## src/hdl/smc_pkg.sv

```systemverilog
// Package: sleep-mode controller constants and types
package smc_pkg;

	// ---------------------------------------------------------------
	// Sleep mode select codes
	// ---------------------------------------------------------------
	localparam logic [2:0] SMC_MODE_IDLE    = 3'h0;
	localparam logic [2:0] SMC_MODE_ADCNR   = 3'h1;
	localparam logic [2:0] SMC_MODE_PDOWN   = 3'h2;
	localparam logic [2:0] SMC_MODE_PSAVE   = 3'h3;
	localparam logic [2:0] SMC_MODE_RSVD4   = 3'h4;
	localparam logic [2:0] SMC_MODE_RSVD5   = 3'h5;
	localparam logic [2:0] SMC_MODE_STANDBY = 3'h6;
	localparam logic [2:0] SMC_MODE_XSTBY   = 3'h7;

	// ---------------------------------------------------------------
	// Control register field positions and reset values
	// ---------------------------------------------------------------
	localparam int         SMC_BROWNOUT_SLEEP_DISABLE_BIT       = 6;
	localparam int         SMC_BROWNOUT_DISABLE_UNLOCK_BIT      = 5;
	localparam logic       SMC_BROWNOUT_SLEEP_DISABLE_RESET     = 1'b0;

	// ---------------------------------------------------------------
	// Timing
	// ---------------------------------------------------------------
	localparam int         SMC_CLK_MHZ        = 10;
	localparam int         SMC_IRQ_HOLD_CYC   = 4;
	localparam int         SMC_STBY_WAKE_CYC  = 6;
	localparam int         SMC_UNLOCK_CYC     = 4;
	localparam int         SMC_BROWNOUT_SLEEP_DISABLE_DELAY_CYC = 3;
	localparam int         SMC_BROWNOUT_SLEEP_DISABLE_LIFE_CYC  = 3;
	localparam int         SMC_BOD_WAKE_US    = 60;
	localparam int         SMC_BOD_WAKE_CYC   = SMC_BOD_WAKE_US * SMC_CLK_MHZ;
	localparam int         SMC_CNT_W          = 16;

	// ---------------------------------------------------------------
	// Sequencer states
	// ---------------------------------------------------------------
	typedef enum logic [3:0] {
		SMC_RUN   = 4'h1,
		SMC_SLEEP = 4'h2,
		SMC_WAKE  = 4'h4,
		SMC_HOLD  = 4'h8
	} smc_state_t;

endpackage

```

## src/hdl/smc_sleep_ctrl.sv

```systemverilog
// Sleep-mode controller: mode entry, clock gating, wake qualification, brown-out disable
//------------------------------------------------------------------
// Summary of operation
// - Sleep only with enable bit and halt
// - Interrupt wake holds core four extra cycles
// - Register file and SRAM never cleared here
// - Reset during sleep restarts at reset vector
// - Code 000 Idle stops CPU and flash
// - Idle/noise mode starts enabled converter
// - Code 001 noise mode stops IO clock
// - Noise mode wake sources limited list
// - Code 010 Power-down stops all clocks
// - Power-down wake sources limited list
// - Power-down wake waits fuse start-up time
// - Code 011 Power-save keeps timer 2
// - Timer 2 wake needs mask and global enable
// - Power-save stops unused timer 2 clocks
// - Code 110 Standby, oscillator on, six cycles
// - Brown-out off in sleep, back on wake
// - Brown-out disabled wake lasts 60 us
// - Disable bit six, reset zero
// - Brown-out disable only deep modes
// - Extended Standby keeps main clock, async timer
// - Deep modes wake pins by level only
// - Code 111 Extended Standby, six cycles
// - Disable bit active three, clears three later
// - Codes 100 and 101 reserved
//------------------------------------------------------------------
`timescale 1ns/1ns
`default_nettype none
module smc_sleep_ctrl
	import smc_pkg::*;
#(
	parameter int CNT_W = SMC_CNT_W
) (
	// Clock and reset
	input  wire logic             i_clk,
	input  wire logic             i_reset_n,
	// Core control
	input  wire logic             i_halt_exec,
	input  wire logic             i_sleep_enable_bit,
	input  wire logic [2:0]       i_sleep_mode_select,
	input  wire logic             i_core_reset,
	// Brown-out control register write
	input  wire logic             i_mcu_control_register_wr,
	input  wire logic             i_brownout_sleep_disable,
	input  wire logic             i_brownout_disable_unlock,
	// Configuration
	input  wire logic             i_ext_crystal,
	input  wire logic [CNT_W-1:0] i_startup_cycles,
	input  wire logic             i_adc_enable,
	input  wire logic             i_t2_enable,
	input  wire logic             i_t2_async,
	input  wire logic             i_global_irq_enable,
	input  wire logic [1:0]       i_timer2_irq_mask,
	// Wake sources (pins are asynchronous)
	input  wire logic             i_external_irq_zero,
	input  wire logic             i_external_irq_one,
	input  wire logic [1:0]       i_ext_irq_level_mode,
	input  wire logic             i_pin_change,
	input  wire logic             i_twi_match,
	input  wire logic             i_wdt_irq,
	input  wire logic             i_adc_done,
	input  wire logic             i_spm_ready,
	input  wire logic [1:0]       i_timer2_event,
	input  wire logic             i_other_irq,
	// Status and gating outputs
	output var  logic             o_sleeping,
	output var  logic             o_core_hold,
	output var  logic             o_clk_cpu_en,
	output var  logic             o_clk_flash_en,
	output var  logic             o_clk_io_en,
	output var  logic             o_clk_adc_en,
	output var  logic             o_async_timer_clock_en,
	output var  logic             o_main_osc_en,
	output var  logic             o_timer_osc_en,
	output var  logic             o_brownout_detector_en,
	output var  logic             o_brownout_sleep_disable,
	output var  logic             o_adc_start,
	output var  logic             o_resume_irq,
	output var  logic             o_reset_vector
);
	smc_state_t       state;
	logic [2:0]       mode;
	logic [CNT_W-1:0] cnt;
	logic             bod_off;
	logic [2:0]       unlock_cnt;
	logic [2:0]       brownout_sleep_disable_age;
	logic             brownout_sleep_disable_set;
	logic             brownout_sleep_disable_active;
	logic             wake_req;
	logic             deep;
	logic             valid_mode;
	logic [1:0]       ext_pin_s;
	logic [CNT_W-1:0] wake_len;
	logic [CNT_W-1:0] next_cnt;

	// ---------------------------------------------------------------
	// Pin input synchroniser
	// ---------------------------------------------------------------
	smc_sync #(.W(2)) u_sync (
		.i_clk     (i_clk),
		.i_reset_n (i_reset_n),
		.i_async   ({i_external_irq_one, i_external_irq_zero}),
		.o_sync    (ext_pin_s)
	);

	// ---------------------------------------------------------------
	// Mode decode
	// ---------------------------------------------------------------
	// Standby codes need a crystal; reserved codes never sleep
	always_comb begin
		unique case (i_sleep_mode_select)
			SMC_MODE_IDLE, SMC_MODE_ADCNR,
			SMC_MODE_PDOWN, SMC_MODE_PSAVE: valid_mode = 1'b1;
			SMC_MODE_STANDBY, SMC_MODE_XSTBY: valid_mode = i_ext_crystal;
			SMC_MODE_RSVD4, SMC_MODE_RSVD5: valid_mode = 1'b0;
		endcase
	end

	assign deep = (mode != SMC_MODE_IDLE) && (mode != SMC_MODE_ADCNR);

	// Wake qualification per mode
	always_comb begin
		logic lvl_wake;
		logic t2_wake;
		lvl_wake = (ext_pin_s[0] & i_ext_irq_level_mode[0])
			| (ext_pin_s[1] & i_ext_irq_level_mode[1]);
		t2_wake  = i_global_irq_enable
			& |(i_timer2_event & i_timer2_irq_mask) & i_t2_enable;
		wake_req = 1'b0;
		unique case (mode)
			SMC_MODE_IDLE:
				wake_req = |ext_pin_s | i_pin_change | i_twi_match | i_wdt_irq
					| i_adc_done | i_spm_ready | t2_wake | i_other_irq;
			SMC_MODE_ADCNR:
				wake_req = i_adc_done | i_wdt_irq | i_twi_match | i_spm_ready
					| (t2_wake & i_t2_async) | lvl_wake | i_pin_change;
			SMC_MODE_PDOWN, SMC_MODE_STANDBY:
				wake_req = i_wdt_irq | i_twi_match | lvl_wake | i_pin_change;
			SMC_MODE_PSAVE:
				wake_req = i_wdt_irq | i_twi_match | lvl_wake | i_pin_change | t2_wake;
			SMC_MODE_XSTBY:
				wake_req = i_wdt_irq | i_twi_match | lvl_wake | i_pin_change
					| (t2_wake & i_t2_async);
			default: wake_req = 1'b0;
		endcase
	end

	// Wake delay: fuse start-up, six cycles for standby, longer if detector was off
	always_comb begin
		if (mode == SMC_MODE_STANDBY || mode == SMC_MODE_XSTBY) begin
			wake_len = CNT_W'(SMC_STBY_WAKE_CYC);
		end else if (deep) begin
			wake_len = i_startup_cycles;
		end else begin
			wake_len = CNT_W'(1);
		end
		if (bod_off && wake_len < CNT_W'(SMC_BOD_WAKE_CYC)) begin
			wake_len = CNT_W'(SMC_BOD_WAKE_CYC);
		end
	end

	// ---------------------------------------------------------------
	// Sequencer
	// ---------------------------------------------------------------
	// Core reset overrides everything and leaves contents alone
	always_ff @(posedge i_clk or negedge i_reset_n) begin
		if (!i_reset_n) begin
			state <= SMC_RUN;
			mode  <= SMC_MODE_IDLE;
		end else if (i_core_reset) begin
			state <= SMC_RUN;
		end else begin
			unique case (state)
				SMC_RUN: begin
					if (i_halt_exec && i_sleep_enable_bit && valid_mode) begin
						state <= SMC_SLEEP;
						mode  <= i_sleep_mode_select;
					end
				end
				SMC_SLEEP: if (wake_req) state <= SMC_WAKE;
				SMC_WAKE:  if (cnt == '0) state <= SMC_HOLD;
				SMC_HOLD:  if (cnt == '0) state <= SMC_RUN;
			endcase
		end
	end

	// Shared wait counter
	always_comb begin
		next_cnt = cnt;
		if (state == SMC_SLEEP && wake_req) begin
			next_cnt = wake_len - CNT_W'(1);
		end else if (state == SMC_WAKE && cnt == '0) begin
			next_cnt = CNT_W'(SMC_IRQ_HOLD_CYC - 1);
		end else if (cnt != '0) begin
			next_cnt = cnt - CNT_W'(1);
		end
	end

	always_ff @(posedge i_clk or negedge i_reset_n) begin
		if (!i_reset_n) begin
			cnt <= '0;
		end else if (i_core_reset) begin
			cnt <= '0;
		end else begin
			cnt <= next_cnt;
		end
	end

	// ---------------------------------------------------------------
	// Brown-out sleep-disable timed sequence
	// ---------------------------------------------------------------
	// Unlock window opens on a write with both bits set
	always_ff @(posedge i_clk or negedge i_reset_n) begin
		if (!i_reset_n) begin
			unlock_cnt <= '0;
		end else if (i_mcu_control_register_wr && i_brownout_sleep_disable && i_brownout_disable_unlock) begin
			unlock_cnt <= 3'(SMC_UNLOCK_CYC);
		end else if (unlock_cnt != '0) begin
			unlock_cnt <= unlock_cnt - 3'(1);
		end
	end

	assign brownout_sleep_disable_set = i_mcu_control_register_wr && i_brownout_sleep_disable && !i_brownout_disable_unlock
		&& unlock_cnt != '0;

	// Age counter: active after three cycles, self-clears three later
	always_ff @(posedge i_clk or negedge i_reset_n) begin
		if (!i_reset_n) begin
			brownout_sleep_disable_age <= '0;
		end else if (brownout_sleep_disable_set) begin
			brownout_sleep_disable_age <= 3'(SMC_BROWNOUT_SLEEP_DISABLE_DELAY_CYC + SMC_BROWNOUT_SLEEP_DISABLE_LIFE_CYC);
		end else if (brownout_sleep_disable_age != '0) begin
			brownout_sleep_disable_age <= brownout_sleep_disable_age - 3'(1);
		end
	end

	assign brownout_sleep_disable_active = (brownout_sleep_disable_age != '0) && (brownout_sleep_disable_age <= 3'(SMC_BROWNOUT_SLEEP_DISABLE_LIFE_CYC));

	// Visible bit reflects active window, reset zero
	always_ff @(posedge i_clk or negedge i_reset_n) begin
		if (!i_reset_n) begin
			o_brownout_sleep_disable <= SMC_BROWNOUT_SLEEP_DISABLE_RESET;
		end else begin
			o_brownout_sleep_disable <= brownout_sleep_disable_active;
		end
	end

	// Detector off only from a deep-mode entry during the active window
	always_ff @(posedge i_clk or negedge i_reset_n) begin
		if (!i_reset_n) begin
			bod_off <= 1'b0;
		end else if (i_core_reset || state == SMC_HOLD) begin
			bod_off <= 1'b0;
		end else if (state == SMC_RUN && i_halt_exec && i_sleep_enable_bit && valid_mode
			&& brownout_sleep_disable_active && i_sleep_mode_select[1]) begin
			bod_off <= 1'b1;
		end
	end

	// ---------------------------------------------------------------
	// Clock domain and oscillator gating
	// ---------------------------------------------------------------
	// Memory contents are untouched: only clocks are gated
	always_ff @(posedge i_clk or negedge i_reset_n) begin
		if (!i_reset_n) begin
			o_clk_cpu_en   <= 1'b1;
			o_clk_flash_en <= 1'b1;
			o_clk_io_en    <= 1'b1;
			o_clk_adc_en   <= 1'b1;
			o_async_timer_clock_en   <= 1'b1;
			o_main_osc_en  <= 1'b1;
			o_timer_osc_en <= 1'b1;
		end else if (state != SMC_SLEEP) begin
			o_clk_cpu_en   <= state == SMC_RUN;
			o_clk_flash_en <= state == SMC_RUN;
			o_clk_io_en    <= 1'b1;
			o_clk_adc_en   <= 1'b1;
			o_async_timer_clock_en   <= 1'b1;
			o_main_osc_en  <= 1'b1;
			o_timer_osc_en <= i_t2_async;
		end else begin
			o_clk_cpu_en   <= 1'b0;
			o_clk_flash_en <= 1'b0;
			o_clk_io_en    <= mode == SMC_MODE_IDLE;
			o_clk_adc_en   <= !deep;
			unique case (mode)
				SMC_MODE_IDLE, SMC_MODE_ADCNR: begin
					o_async_timer_clock_en   <= 1'b1;
					o_main_osc_en  <= 1'b1;
					o_timer_osc_en <= i_t2_async;
				end
				SMC_MODE_PSAVE: begin
					o_async_timer_clock_en   <= i_t2_enable;
					o_main_osc_en  <= i_t2_enable && !i_t2_async;
					o_timer_osc_en <= i_t2_enable && i_t2_async;
				end
				SMC_MODE_XSTBY: begin
					o_async_timer_clock_en   <= i_t2_async;
					o_main_osc_en  <= 1'b1;
					o_timer_osc_en <= i_t2_async;
				end
				SMC_MODE_STANDBY: begin
					o_async_timer_clock_en   <= 1'b0;
					o_main_osc_en  <= 1'b1;
					o_timer_osc_en <= 1'b0;
				end
				default: begin
					o_async_timer_clock_en   <= 1'b0;
					o_main_osc_en  <= 1'b0;
					o_timer_osc_en <= 1'b0;
				end
			endcase
		end
	end

	// ---------------------------------------------------------------
	// Status and event outputs
	// ---------------------------------------------------------------
	always_ff @(posedge i_clk or negedge i_reset_n) begin
		if (!i_reset_n) begin
			o_sleeping             <= 1'b0;
			o_core_hold            <= 1'b0;
			o_brownout_detector_en <= 1'b1;
			o_adc_start            <= 1'b0;
			o_resume_irq           <= 1'b0;
			o_reset_vector         <= 1'b0;
		end else begin
			o_sleeping             <= state == SMC_SLEEP && !i_core_reset;
			o_core_hold            <= (state == SMC_WAKE || state == SMC_HOLD) && !i_core_reset;
			o_brownout_detector_en <= !(bod_off && state == SMC_SLEEP);
			o_adc_start            <= state == SMC_RUN && i_halt_exec && i_sleep_enable_bit
				&& i_adc_enable && !i_sleep_mode_select[2] && !i_sleep_mode_select[1];
			o_resume_irq           <= state == SMC_HOLD && cnt == '0 && !i_core_reset;
			o_reset_vector         <= i_core_reset && state != SMC_RUN;
		end
	end
endmodule // smc_sleep_ctrl
`default_nettype wire

```

## src/hdl/smc_sync.sv

```systemverilog
// Three-stage synchroniser with agreement filter for pin inputs
`timescale 1ns/1ns
`default_nettype none
module smc_sync #(
	parameter int W = 1
) (
	// Clock and reset
	input  wire logic         i_clk,
	input  wire logic         i_reset_n,
	// Data
	input  wire logic [W-1:0] i_async,
	output var  logic [W-1:0] o_sync
);
	logic [W-1:0] stage1;
	logic [W-1:0] stage2;
	logic [W-1:0] stage3;

	// ---------------------------------------------------------------
	// Chain; first stage feeds only the second
	// ---------------------------------------------------------------
	always_ff @(posedge i_clk or negedge i_reset_n) begin
		if (!i_reset_n) begin
			stage1 <= '0;
			stage2 <= '0;
			stage3 <= '0;
		end else begin
			stage1 <= i_async;
			stage2 <= stage1;
			stage3 <= stage2;
		end
	end

	// Output follows only where stages two and three agree
	always_ff @(posedge i_clk or negedge i_reset_n) begin
		if (!i_reset_n) begin
			o_sync <= '0;
		end else begin
			for (int i = 0; i < W; i++) begin
				if (stage2[i] == stage3[i]) begin
					o_sync[i] <= stage3[i];
				end
			end
		end
	end
endmodule // smc_sync
`default_nettype wire

```

## config.mk

```make
export PLATFORM = sky130hd
export DESIGN_NAME = smc_sleep_ctrl
export DESIGN_NICKNAME = d
export VERILOG_FILES = /design/src/hdl/smc_pkg.sv /design/src/hdl/smc_sleep_ctrl.sv /design/src/hdl/smc_sync.sv
export SDC_FILE = /design/constraint.sdc
export NUM_CORES = 1
export LEC_CHECK = 0
export BUFFER_PORTS_ARGS = -buffer_cell sky130_fd_sc_hd__clkbuf_2
export CAP_MARGIN = 40
export CORE_MARGIN = 2
export CORE_UTILIZATION = 35
export CTS_CLUSTER_DIAMETER = 120
export DETAILED_ROUTE_END_ITERATION = 16
export GPL_TIMING_DRIVEN = 0
export PLACE_DENSITY = 0.53
export SYNTH_ARGS = -nofsm -noshare
export SYNTH_HDL_FRONTEND = slang
export SYNTH_SLANG_ARGS = --single-unit
```

## constraint.sdc

```tcl
create_clock -name i_clk -period 5.77 [get_ports i_clk]
set_input_delay 1.154 -clock i_clk [delete_from_list [all_inputs] [get_ports i_clk]]
set_output_delay 1.154 -clock i_clk [all_outputs]
set_load 0.01 [all_outputs]
```

After elaboration in Yosys (flattened, before gate mapping)
Cells that the tools add are included.
- flip-flop bits (word level): 51
- latch bits: 0
- memory bits (writable): 0
- ROM bits: 0
- input bits: 46
- output and inout port bits: 14
- logic and storage cells: 170
- memories: 0
- add/subtract/negate cells: 4
- $mul: 0
- div/mod/pow operators: 0
- magnitude comparators: 2
- eq/ne operators: 25
- shift-type cells: 0
- mux-type cells: 30
- bitwise operators: 26
- reductions and logical operators: 59
- operators with widths (operator ; count):
    2-to-1 mux 16 bit ; 7
    subtractor 16 x 1 -> 16 bit (second input constant) ; 2
    logical AND 1 bit ; 27
    2-to-1 mux 4 bit ; 5
    OR 1 bit ; 19
    equality test 3 bit (second input constant) ; 6
    logical NOT 16 bit ; 1
    less-than comparator 16 x 10 -> 1 bit (second input constant) ; 1
    one-hot mux 4 bit (4 select lines) ; 1
    nonzero test 16 bit ; 1
    equality test 3 x 2 -> 1 bit (second input constant) ; 4
    2-to-1 mux 3 bit ; 4
    OR reduction 2 bit ; 6
    nonzero test 3 bit ; 3
    2-to-1 mux 1 bit ; 8
    OR reduction 4 bit ; 2
    logical NOT 1 bit ; 7
    equality test 3 x 1 -> 1 bit (second input constant) ; 2
    logical NOT 3 bit ; 2
    inequality test 3 x 2 -> 1 bit (second input constant) ; 2
    inequality test 3 bit (second input constant) ; 2
    one-hot mux 1 bit (3 select lines) ; 2
    nonzero test 2 bit ; 3
    subtractor 3 x 1 -> 3 bit (second input constant) ; 2
    19 further kinds ; 27

Logic depth before layout (Yosys ltp)
Gate-level depths: netlist of run 1.
- depth in word-level cells: 12
- mapped depth: 13
- gate-level depth less buffers: 12

Modules after synthesis
From an unflattened synthesis of run 1, not the netlist that was laid out.
- cells, all modules: 345
- area, all modules: 3076.7 µm²
- by module, submodules not included (module ; instances ; cells an instance ; area an instance (µm²) ; seq. area each (µm²)):
    smc_sleep_ctrl ; 1 ; 335 ; 2854.0 ; 1086.0
    smc_sync ; 1 ; 10 ; 222.7 ; 200.2

Worst setup path before layout of run 1
No wires, ideal clock.
- path kind: input to register
- start point: input i_startup_cycles[14]
- end point: register cnt[12]
- setup time: 0.136 ns
- data arrival time: 3.451 ns
- required time: 5.634 ns
- path slack: 2.183 ns
- cell stages on the path: 11
- buffers on the path: 0
- path through: nor4_1 > a21oi_1 > a211oi_1 > or2_2 > ha_1 > nor2b_1 > a22o_1 > nand3_1 > or4b_1 > o2111ai_1 > a21oi_1
- word-level cells in the longest chain between the ends: 8
- RTL lines (what ; RTL line ; RTL):
    start, declared ; smc_sleep_ctrl.sv:50 ; input wire logic [CNT_W-1:0] i_startup_cycles,
    2-to-1 mux 16 bit ; smc_sleep_ctrl.sv:154 ; end else if (deep) begin
    2-to-1 mux 16 bit ; smc_sleep_ctrl.sv:152 ; if (mode == SMC_MODE_STANDBY || mode == SMC_MODE_XSTBY) begin
    less-than comparator 16 x 10 -> 1 bit ; smc_sleep_ctrl.sv:159 ; if (bod_off && wake_len < CNT_W'(SMC_BOD_WAKE_CYC)) begin
    logical AND 1 bit ; smc_sleep_ctrl.sv:159 ;
    2-to-1 mux 16 bit ; smc_sleep_ctrl.sv:159 ;
    subtractor 16 x 1 -> 16 bit ; smc_sleep_ctrl.sv:193 ; next_cnt = wake_len - CNT_W'(1);
    2-to-1 mux 16 bit ; smc_sleep_ctrl.sv:192 ; if (state == SMC_SLEEP && wake_req) begin
    2-to-1 mux 16 bit ; smc_sleep_ctrl.sv:204 ; end else if (i_core_reset) begin
    end signal, assigned ; smc_sleep_ctrl.sv:207 ; cnt <= next_cnt;
    end, declared ; smc_sleep_ctrl.sv:85 ; logic [CNT_W-1:0] cnt;
Every way passes these cells.
A chain may end at the register's enable or synchronous reset.

Worst setup path in the final report of run 1
Ends and elaborated chain as after synthesis.

==> out/summary.txt, run 1 <==
Status: completed
Final hold violation count: 0
Avg Inst Size Synth: 9.30 um2
GPL Wtd Cong: 0.807
Worst clock skew: 0.00824 ns
Core Footprint: 8760 um2
Hold Path Depth: 0
Synthesis Warnings: 0
DRC: 0
Startpoint Class: input port
Post-DRT Antenna Nets: 0
DR vias: 2761
Clock Path Buffers: 2
Clock sink count: 51
Reg2reg setup slack: 2.22 ns
Setup TNS Final: 0 ns
Placed Area: 3630 um2
Reg2reg start: mode[1]
Buffer count from post-CTS setup fixing: 0
EDFF count, synth: 0
Vias in the first global route: 2704
Maximum clock frequency: 0.253 GHz
Die area: 9860 um2
Worst Max-Slew Pin Slew: 0.809 ns
Share of the yosys chip area belonging to registers: 0.405
Share of the synthesized area in the top cell type: 0.338
Sw Share: 0.431
Final wirelength: 8180 um
PostCTS Resize Cnt: 0
DP Worst Slack: 1.55 ns
PortBufs: 59
Largest net degree at the start of global routing: 28
Post-Synthesis Cells: 342
Flops & latches, synth: 51
Routed len/inst: 15.8 um
Routed vias/inst: 5.32
Fin. max-slew vios: 0
Design internal power: 976 uW
First-pass GRT wire length: 13600 um
WP data arrival: 4.11 ns
Reg power frac: 0.321
CTS tree: yes
Share of layout cells above drive strength 1: 0.260
Synth Cell Area: 3180 um2
Starting Density: 0.363
Io pins: 60
Root buffer cell: clkbuf_8
RSZ-0062 raised after global routing: false
Initial antenna violation count: 0
LEAKAGE: 0.00167 uW
Syn nets: 395
Die X: 99.3 um
Setup CP Type: input port to flip-flop
Drt pass-1 iters: 4
Pwr Density: 461 nW/um2
Final critical-path required period: 3.96 ns
Setup crit end kind: flip-flop
Max H-tree Level: 2
Hold Crit Start: u_sync.stage1[1]
Antenna Cells: 0
Synth unique cells: 72
Most common flop cell mapped by yosys: dfrtp_1
Hold/Removal Path Class: flip-flop to flip-flop
FILL cells: 876
Number of hold buffers added after cts: 0
Num rows: 34
DRT iter0 DRCs: 121
Total power: 1720 uW
Gr usage total: 0.171
Num CTS Buffers: 5
Largest area contributor in the netlist: dfrtp_1
Synth area leaders: dfrtp_1 34%, dfstp_2 6.6%, a21oi_1 4.1%
Crit. Startpoint: i_startup_cycles[14]
Required @ worst endpoint: 5.93 ns
Comb pwr share: 0.561
Worst-path clk slew: 0.09 ns
Hpwl dp: 6380 um
Maximum fanout along the worst path: 8
Switching power: 741 uW
Asr flop ratio synth: 1.00
Total of max-cap violations: 0
Most frequent cells after synthesis: 43 x dfrtp_1, 32 x nor2_1, 26 x a21oi_1
Post-layout instance area: 3720 um2
Setup violators final: 0
Final #Nets: 463
Slew HR: 0.453
Worst r2r path cells: 13
Most common cell in the netlist: dfrtp_1
Die height: 99.3 um
Peak supply drop: 235 uV
Tcrit/Tclk final: 0.685
Layout area overhead: 17.0%
Clock network fraction of total power: 0.119
Gr ovfl total: 0
Worst skew pair latency: 0.30 ns
Final setup margin: 1.81 ns
through the flow:
step                std cells  hold slack (ns)   util
floorplan                 342            0.331      -
global placement          509            0.342  0.412
detailed placement        511            0.348  0.415
CTS                       519            0.360  0.425
global route              519            0.361  0.425
finish                    519            0.363  0.425
power groups by stage:
stage                     Sequential [uW]  Clock, uW  Combinational, uW
after global placement                555          0                949
after detailed placement              556          0                958
final                                 551        204                963
after CTS                             550        211                966
after global routing                  566        231               1080
after floorplan                       548          0                728
final timing paths:
check	endpoint
max in group asynchronous	state[0]
max reg2reg	cnt[12]
max	cnt[12]
min reg2reg	u_sync.stage2[1]
min	u_sync.stage2[1]
min in group asynchronous	o_core_hold
cell families (layout without fill, tap and decap cells):
| family | count (synthesis) | count (layout) | synth area share |
|---|---|---|---|
| muxes | 6 | 6 | 0.0205 |
| AOI/OAI and AO/OA | 85 | 85 | 0.187 |
| adders and majority gates | 12 | 12 | 0.0433 |
| DFF | 51 | 51 | 0.405 |
| buffers and inverters | 30 | 99 | 0.0468 |
| xor gates and xnor gates | 17 | 17 | 0.0468 |
| and+or+nand+nor | 141 | 141 | 0.251 |
layout by cell type (no fill, tap or decap), types with 9 or more instances in the layout:
master / n
nand2_1: 24
dfrtp_1: 43
nand3_1: 10
clkbuf_2: 59
o21ai_0: 14
nor3_1: 15
xnor2_1: 9
nor2_1: 32
a21oi_1: 26
or3_1: 9
inv_1: 15
worst max-delay path: stages:
cell and delay, ns:
clkbuf_2 0.11, nor4_1 0.48, a21oi_1 0.17, a211oi_1 0.31
or2_2 0.18, ha_1 0.30, nor2b_1 0.18, a22o_1 0.24
nand3_1 0.19, or4b_1 0.50, o2111ai_1 0.18, a21oi_1 0.11
final cells by class:
cell class | instances | area (um2) | area share
Sequential cell | 51 | 1290 | 0.346
Timing Repair Buffer | 61 | 320 | 0.0861
Multi-Input combinational cell | 261 | 1740 | 0.469
Clock buffer | 6 | 72.6 | 0.0195
Tap cell | 108 | 135 | 0.0363
Clock inverter | 2 | 13.8 | 0.00370
Inverter | 15 | 56.3 | 0.0151
Buffer | 15 | 92.6 | 0.0249
routing by layer:
layer,vias up,track usage,part of all wire
met2,47,0.264,0.46
met1,1319,0.257,0.50
met4,0,0.0285,0.0046
li1,1393,-,-
met5,-,0,0
met3,2,0.0274,0.037
flip-flops by register name (all words and copies together) (netlist names), 2 cells and up:
name,cells
brownout_sleep_disable_age,3
cnt,16
mode,3
state,4
u_sync.o_sync,2
u_sync.stage1,2
u_sync.stage2,2
u_sync.stage3,2
unlock_cnt,3
No activity file was read; power rests on OpenSTA's default activity.
==> run 2: changes to the inputs <==
- PLACE_DENSITY: 0.53 -> 0.55
- clock period: 5.77 -> 3.55 ns (I/O delays scaled with it)
==> out/summary.txt, run 2 (synthesized netlist as in run 1, its figures left out) <==
Status: completed
Clock sink count: 51
Final setup margin: 0.284 ns
Post-DRT Antenna Nets: 0
GR Util met2: 0.284
Largest reg by FF count: cnt
Placed Area: 3630 um2
Num rows: 34
CP delay by family, top: simple AND/OR/NAND/NOR gates
PortBufs: 59
Most frequent cells in the layout: 60 x clkbuf_2, 43 x dfrtp_1, 32 x nor2_1
CTS tree: yes
Io pins: 60
Hpwl dp: 6250 um
Slew HR: 0.482
Most common cell after layout, fill and taps aside: clkbuf_2
Gr ovfl total: 0
Top flop regs: cnt: 16 flops, state: 4 flops
Core Util, Final: 0.428
Startpoint Class: flip-flop
Tcrit/Tclk final: 0.920
Routed vias/inst: 5.33
DR vias: 2763
M3 GR Usage: 0.0351
Gr usage total: 0.168
Busiest layer in global routing: met2
DRC: 0
Worst clock skew: 0.00901 ns
Maximum clock frequency: 0.306 GHz
First-pass GRT wire length: 13300 um
Initial antenna violation count: 0
Maximum fanout along the worst path: 10
DP Worst Slack: -0.247 ns
WP data arrival: 3.44 ns
Worst skew pair latency: 0.31 ns
Worst hold margin: 0.357 ns
DRT iter0 DRCs: 132
Fin. max-slew vios: 0
Placed insts: 511
Post-layout instance area: 3750 um2
Die X: 99.3 um
Core Footprint: 8760 um2
Max H-tree Level: 2
GPL Wtd Cong: 0.776
Final #Nets: 462
Die height: 99.3 um
Peak supply drop: 326 uV
Final hold violation count: 0
Required @ worst endpoint: 3.73 ns
Layout area overhead: 17.9%
Final wirelength: 7930 um
Total of max-cap violations: 0
Max reg flops: 16
Starting Density: 0.363
Routed len/inst: 15.3 um
LEAKAGE: 0.00167 uW
Setup crit end kind: flip-flop
CP peak stage delay: 0.49 ns
RSZ-0062 raised after global routing: false
Share of layout cells above drive strength 1: 0.271
Number of hold buffers added after cts: 0
GR met1 Demand/Resource: 0.222
Root buffer cell: clkbuf_8
Worst Max-Slew Pin Slew: 0.767 ns
Clock Path Buffers: 2
Vias in the first global route: 2774
Cell repeated most along the worst path: a21oi_1
Setup violators final: 0
Crit path buf inv count: 2
Num CTS Buffers: 5
Non-Filler Instances: 518
Drt pass-1 iters: 5
Final critical-path required period: 3.27 ns
Die area: 9860 um2
CP max stage cell: or4b_1
Largest net degree at the start of global routing: 33
Setup CP Type: flip-flop to flip-flop
Crit path cell chain: buf_2 -> xnor2_1 -> clkbuf_2 -> a21oi_1 -> a211oi_2 -> or2_2 -> ha_2 -> nor2b_1 -> a22o_1 -> nand3_1 -> or4b_1 -> o2111ai_1 -> a21oi_1
Hold/Removal Path Class: flip-flop to flip-flop
Antenna Cells: 0
FILL cells: 893
Worst-path clk slew: 0.10 ns
Pwr Density: 750 nW/um2
run 2: final timing paths:
| path | startpoint | to | slack [ns] | cells after the start |
|---|---|---|---|---|
| max | mode[1] | cnt[12] | 0.28 | 13 |
| min | u_sync.stage1[1] | u_sync.stage2[1] | 0.36 | 0 |
| max reg2reg | mode[1] | cnt[12] | 0.28 | 13 |
| max in group asynchronous | i_reset_n | o_clk_flash_en | 2.51 | 2 |
| min in group asynchronous | i_reset_n | cnt[15] | 0.38 | 1 |
| min reg2reg | u_sync.stage1[1] | u_sync.stage2[1] | 0.36 | 0 |
run 2: what timing repair did:
action | 4_1_cts | 5_1_grt
hold endpoints to repair | 0 | 0
setup endpoints to repair | 0 | 2
resized for setup | 0 | 7
buffers inserted | 0 | 0
run 2: area by class of cell:
class,count,area [um2],area share
Buffer,14,90.1,0.0240
Clock buffer,6,72.6,0.0194
Clock inverter,2,13.8,0.00367
Inverter,15,56.3,0.0150
Multi-Input combinational cell,261,1770,0.473
Sequential cell,51,1290,0.343
Tap cell,108,135,0.0361
Timing Repair Buffer,61,319,0.0851
run 2: per-layer routing:
metal,part of all wire,vias to the layer above
met4,0.0091,0
met2,0.49,53
li1,-,1386
met5,0,-
met1,0.46,1318
met3,0.047,6
run 2: worst register-to-register path, stage by stage (launching register included):
cell and delay, ns:
dfrtp_1 0.36, buf_2 0.19, xnor2_1 0.21, clkbuf_2 0.26, a21oi_1 0.09, a211oi_2 0.25
or2_2 0.17, ha_2 0.25, nor2b_1 0.16, a22o_1 0.25, nand3_1 0.16, or4b_1 0.49
o2111ai_1 0.19, a21oi_1 0.11
run 2: per-stage QoR:
stage,power [uW],TNS [ns]
finish,2810,0
global route,3080,0
CTS,2820,0
detailed placement,2460,-0.247
global placement,2430,-0.269
floorplan,2070,0
run 2: report_power, final:
part / switching [uW] / internal [uW]
clock: 198 / 140
combinational: 889 / 692
sequential: 134 / 759
==> run 3: changes to the inputs <==
- SYNTH_HIERARCHICAL: not set -> 1
==> out/summary.txt, run 3 <==
LEAKAGE: 0.00165 uW
Flops & latches, synth: 51
Share of layout cells above drive strength 1: 0.287
Status: completed
Final #Nets: 477
EDFF count, synth: 0
Final wirelength: 7960 um
Clock Path Buffers: 2
Asr flop ratio synth: 1.00
Synth Area in Compound Gates: 0.159
RSZ-0062 raised after global routing: true
Routed len/inst: 14.9 um
Num CTS Buffers: 5
WP data arrival: 3.66 ns
Post-Synthesis Cells: 345
Slew HR: 0.563
Syn nets: 398
Hold/Removal Path Class: flip-flop to flip-flop
Post-layout instance area: 3850 um2
PortBufs: 59
Xor/xnor cell area share of the yosys netlist: 0.0541
Worst clock skew: 0.00442 ns
Synth unique cells: 58
Root buffer cell: clkbuf_8
Post-DRT Antenna Nets: 0
Setup crit end kind: flip-flop
Gr usage total: 0.162
First-pass GRT wire length: 12800 um
Most frequent cells in the layout: 58 x clkbuf_2, 42 x dfrtp_1, 37 x nor2_1, 37 x nand2_1, 19 x a21oi_1
Hpwl dp: 5880 um
Avg Inst Size Synth: 8.92 um2
Max H-tree Level: 2
Share of the synthesized area in the top cell type: 0.350
Tcrit/Tclk final: 0.981
Core Util, Final: 0.446
Maximum fanout along the worst path: 7
Final hold violation count: 0
Routed vias/inst: 5.30
Startpoint Class: input port
Final critical-path required period: 3.48 ns
Gr ovfl total: 0
Most common flop cell mapped by yosys: dfrtp_1
Antenna Cells: 0
FF/Latch Area: 1290 um2
GPL Wtd Cong: 0.863
Placed insts: 514
FILL cells: 843
Largest reg by FF count: cnt
Non-Filler Instances: 533
Clock sink count: 51
Die height: 97.8 um
Largest net degree at the start of global routing: 28
Share of the yosys chip area belonging to registers: 0.418
Most common cell in the netlist: dfrtp_1
Top flop regs: cnt: 16 flops, state: 4 flops
Max reg flops: 16
Core Footprint: 8640 um2
Starting Density: 0.356
Worst Max-Slew Pin Slew: 0.655 ns
Synth Area in Simple Gates: 0.265
Pwr Density: 752 nW/um2
Io pins: 60
Setup violators final: 0
Largest area contributor in the netlist: dfrtp_1
Synth area leaders: dfrtp_1 35%, dfstp_2 6.8%, nand2_1 4.8%
Num rows: 34
CTS tree: yes
Layout area overhead: 25.2%
Placed Area: 3530 um2
Required @ worst endpoint: 3.72 ns
Post-synthesis mux area share: 0.0203
Worst skew pair latency: 0.31 ns
Peak supply drop: 288 uV
Vias in the first global route: 2549
Most frequent cells after synthesis: 43 x dfrtp_1, 39 x nand2_1, 37 x nor2_1
Fin. max-slew vios: 0
Initial antenna violation count: 0
Total of max-cap violations: 0
Area of the multi-input gates: 1790 um2
Maximum clock frequency: 0.287 GHz
Most common cell after layout, fill and taps aside: clkbuf_2
Synthesis Warnings: 6
DR vias: 2823
Die area: 9560 um2
Setup CP Type: input port to flip-flop
Post-Synth Adder-Cell Area: 0.0455
DRC: 0
Synth Cell Area: 3080 um2
DRT iter0 DRCs: 126
Largest family of logic cells by synthesized area: simple AND/OR/NAND/NOR gates
Die X: 97.8 um
Worst-path clk slew: 0.10 ns
Reg2reg setup slack: 0.12 ns
Drt pass-1 iters: 4
==> run 3: cell count changes after synthesis, sizes merged, moves of 4 or more <==
cell,delta
a211o,-7
nor2,+4
a21oi,-6
inv,-4
nand2,+16
xnor2,+5
a211oi,+4
nor3,-5
==> run 3: area by class of cell <==
class | count | area share
Tap cell | 108 | 0.0351
Sequential cell | 51 | 0.334
Timing Repair Buffer | 72 | 0.107
Inverter | 11 | 0.0107
Multi-Input combinational cell | 269 | 0.466
Buffer | 14 | 0.0211
Clock inverter | 2 | 0.00422
Clock buffer | 6 | 0.0214
==> run 3: worst max-delay path, stage by stage <==
cell	delay, ns
buf_6	0.09
or4b_4	0.55
or4_4	0.57
o21a_1	0.21
buf_6	0.14
nand2_4	0.07
ha_4	0.13
buf_6	0.10
nor4b_4	0.25
a31oi_4	0.11
o311ai_2	0.33
o41ai_2	0.12
a21oi_2	0.18
a211oi_2	0.08
==> run 3: cells by family after synthesis <==
group,count (synthesis)
muxes,6
adders and majority gates,12
xor gates and xnor gates,19
DFF,51
buffers and inverters,25
and+or+nand+nor,157
AOI/OAI and AO/OA,75
==> run 3: path summary, 6_finish.rpt <==
check,from,to,cells past startpoint
setup / recovery,i_startup_cycles[15],cnt[8],14
hold reg to reg,u_sync/stage1[1],u_sync/stage2[1],0
min in group asynchronous,i_reset_n,u_sync/stage2[1],1
max in group asynchronous,i_reset_n,state[0],2
hold / removal,u_sync/stage1[1],u_sync/stage2[1],0
setup reg to reg,bod_off,cnt[8],13
==> run 3: per-layer routing <==
layer	up-vias	GRT usage	part of all wire
met3	5	0.0251	0.042
li1	1411	-	-
met1	1343	0.243	0.49
met5	-	0	0
met2	64	0.251	0.46
met4	0	0.0288	0.0069
==> run 3: timing repair <==
item | 4_1_cts | 5_1_grt
endpoints found under the setup margin | 3 | 4
hold endpoints to repair | 0 | 0
hold buffers | 0 | 0
setup buffers | 0 | 10
resized for setup | 7 | 24
pin swaps | 1 | 8
==> run 3: stage by stage <==
stage / setup WS (ns) / TNS (ns) / total power (uW) / hold slack (ns)
global route: -0.0812 / -0.136 / 3150 / 0.379
global placement: -0.439 / -1.47 / 2310 / 0.335
CTS: 0.0127 / 0 / 2730 / 0.366
floorplan: 0.0810 / 0 / 1970 / 0.331
finish: 0.0667 / 0 / 2900 / 0.363
detailed placement: -0.440 / -1.58 / 2330 / 0.342
==> run 3: where the power goes <==
part / switching [uW] / total, uW / internal [uW] / leakage (uW)
combinational: 925 / 1630 / 703 / 0.000978
clock: 207 / 367 / 160 / 0.0000474
sequential: 130 / 901 / 770 / 0.000630
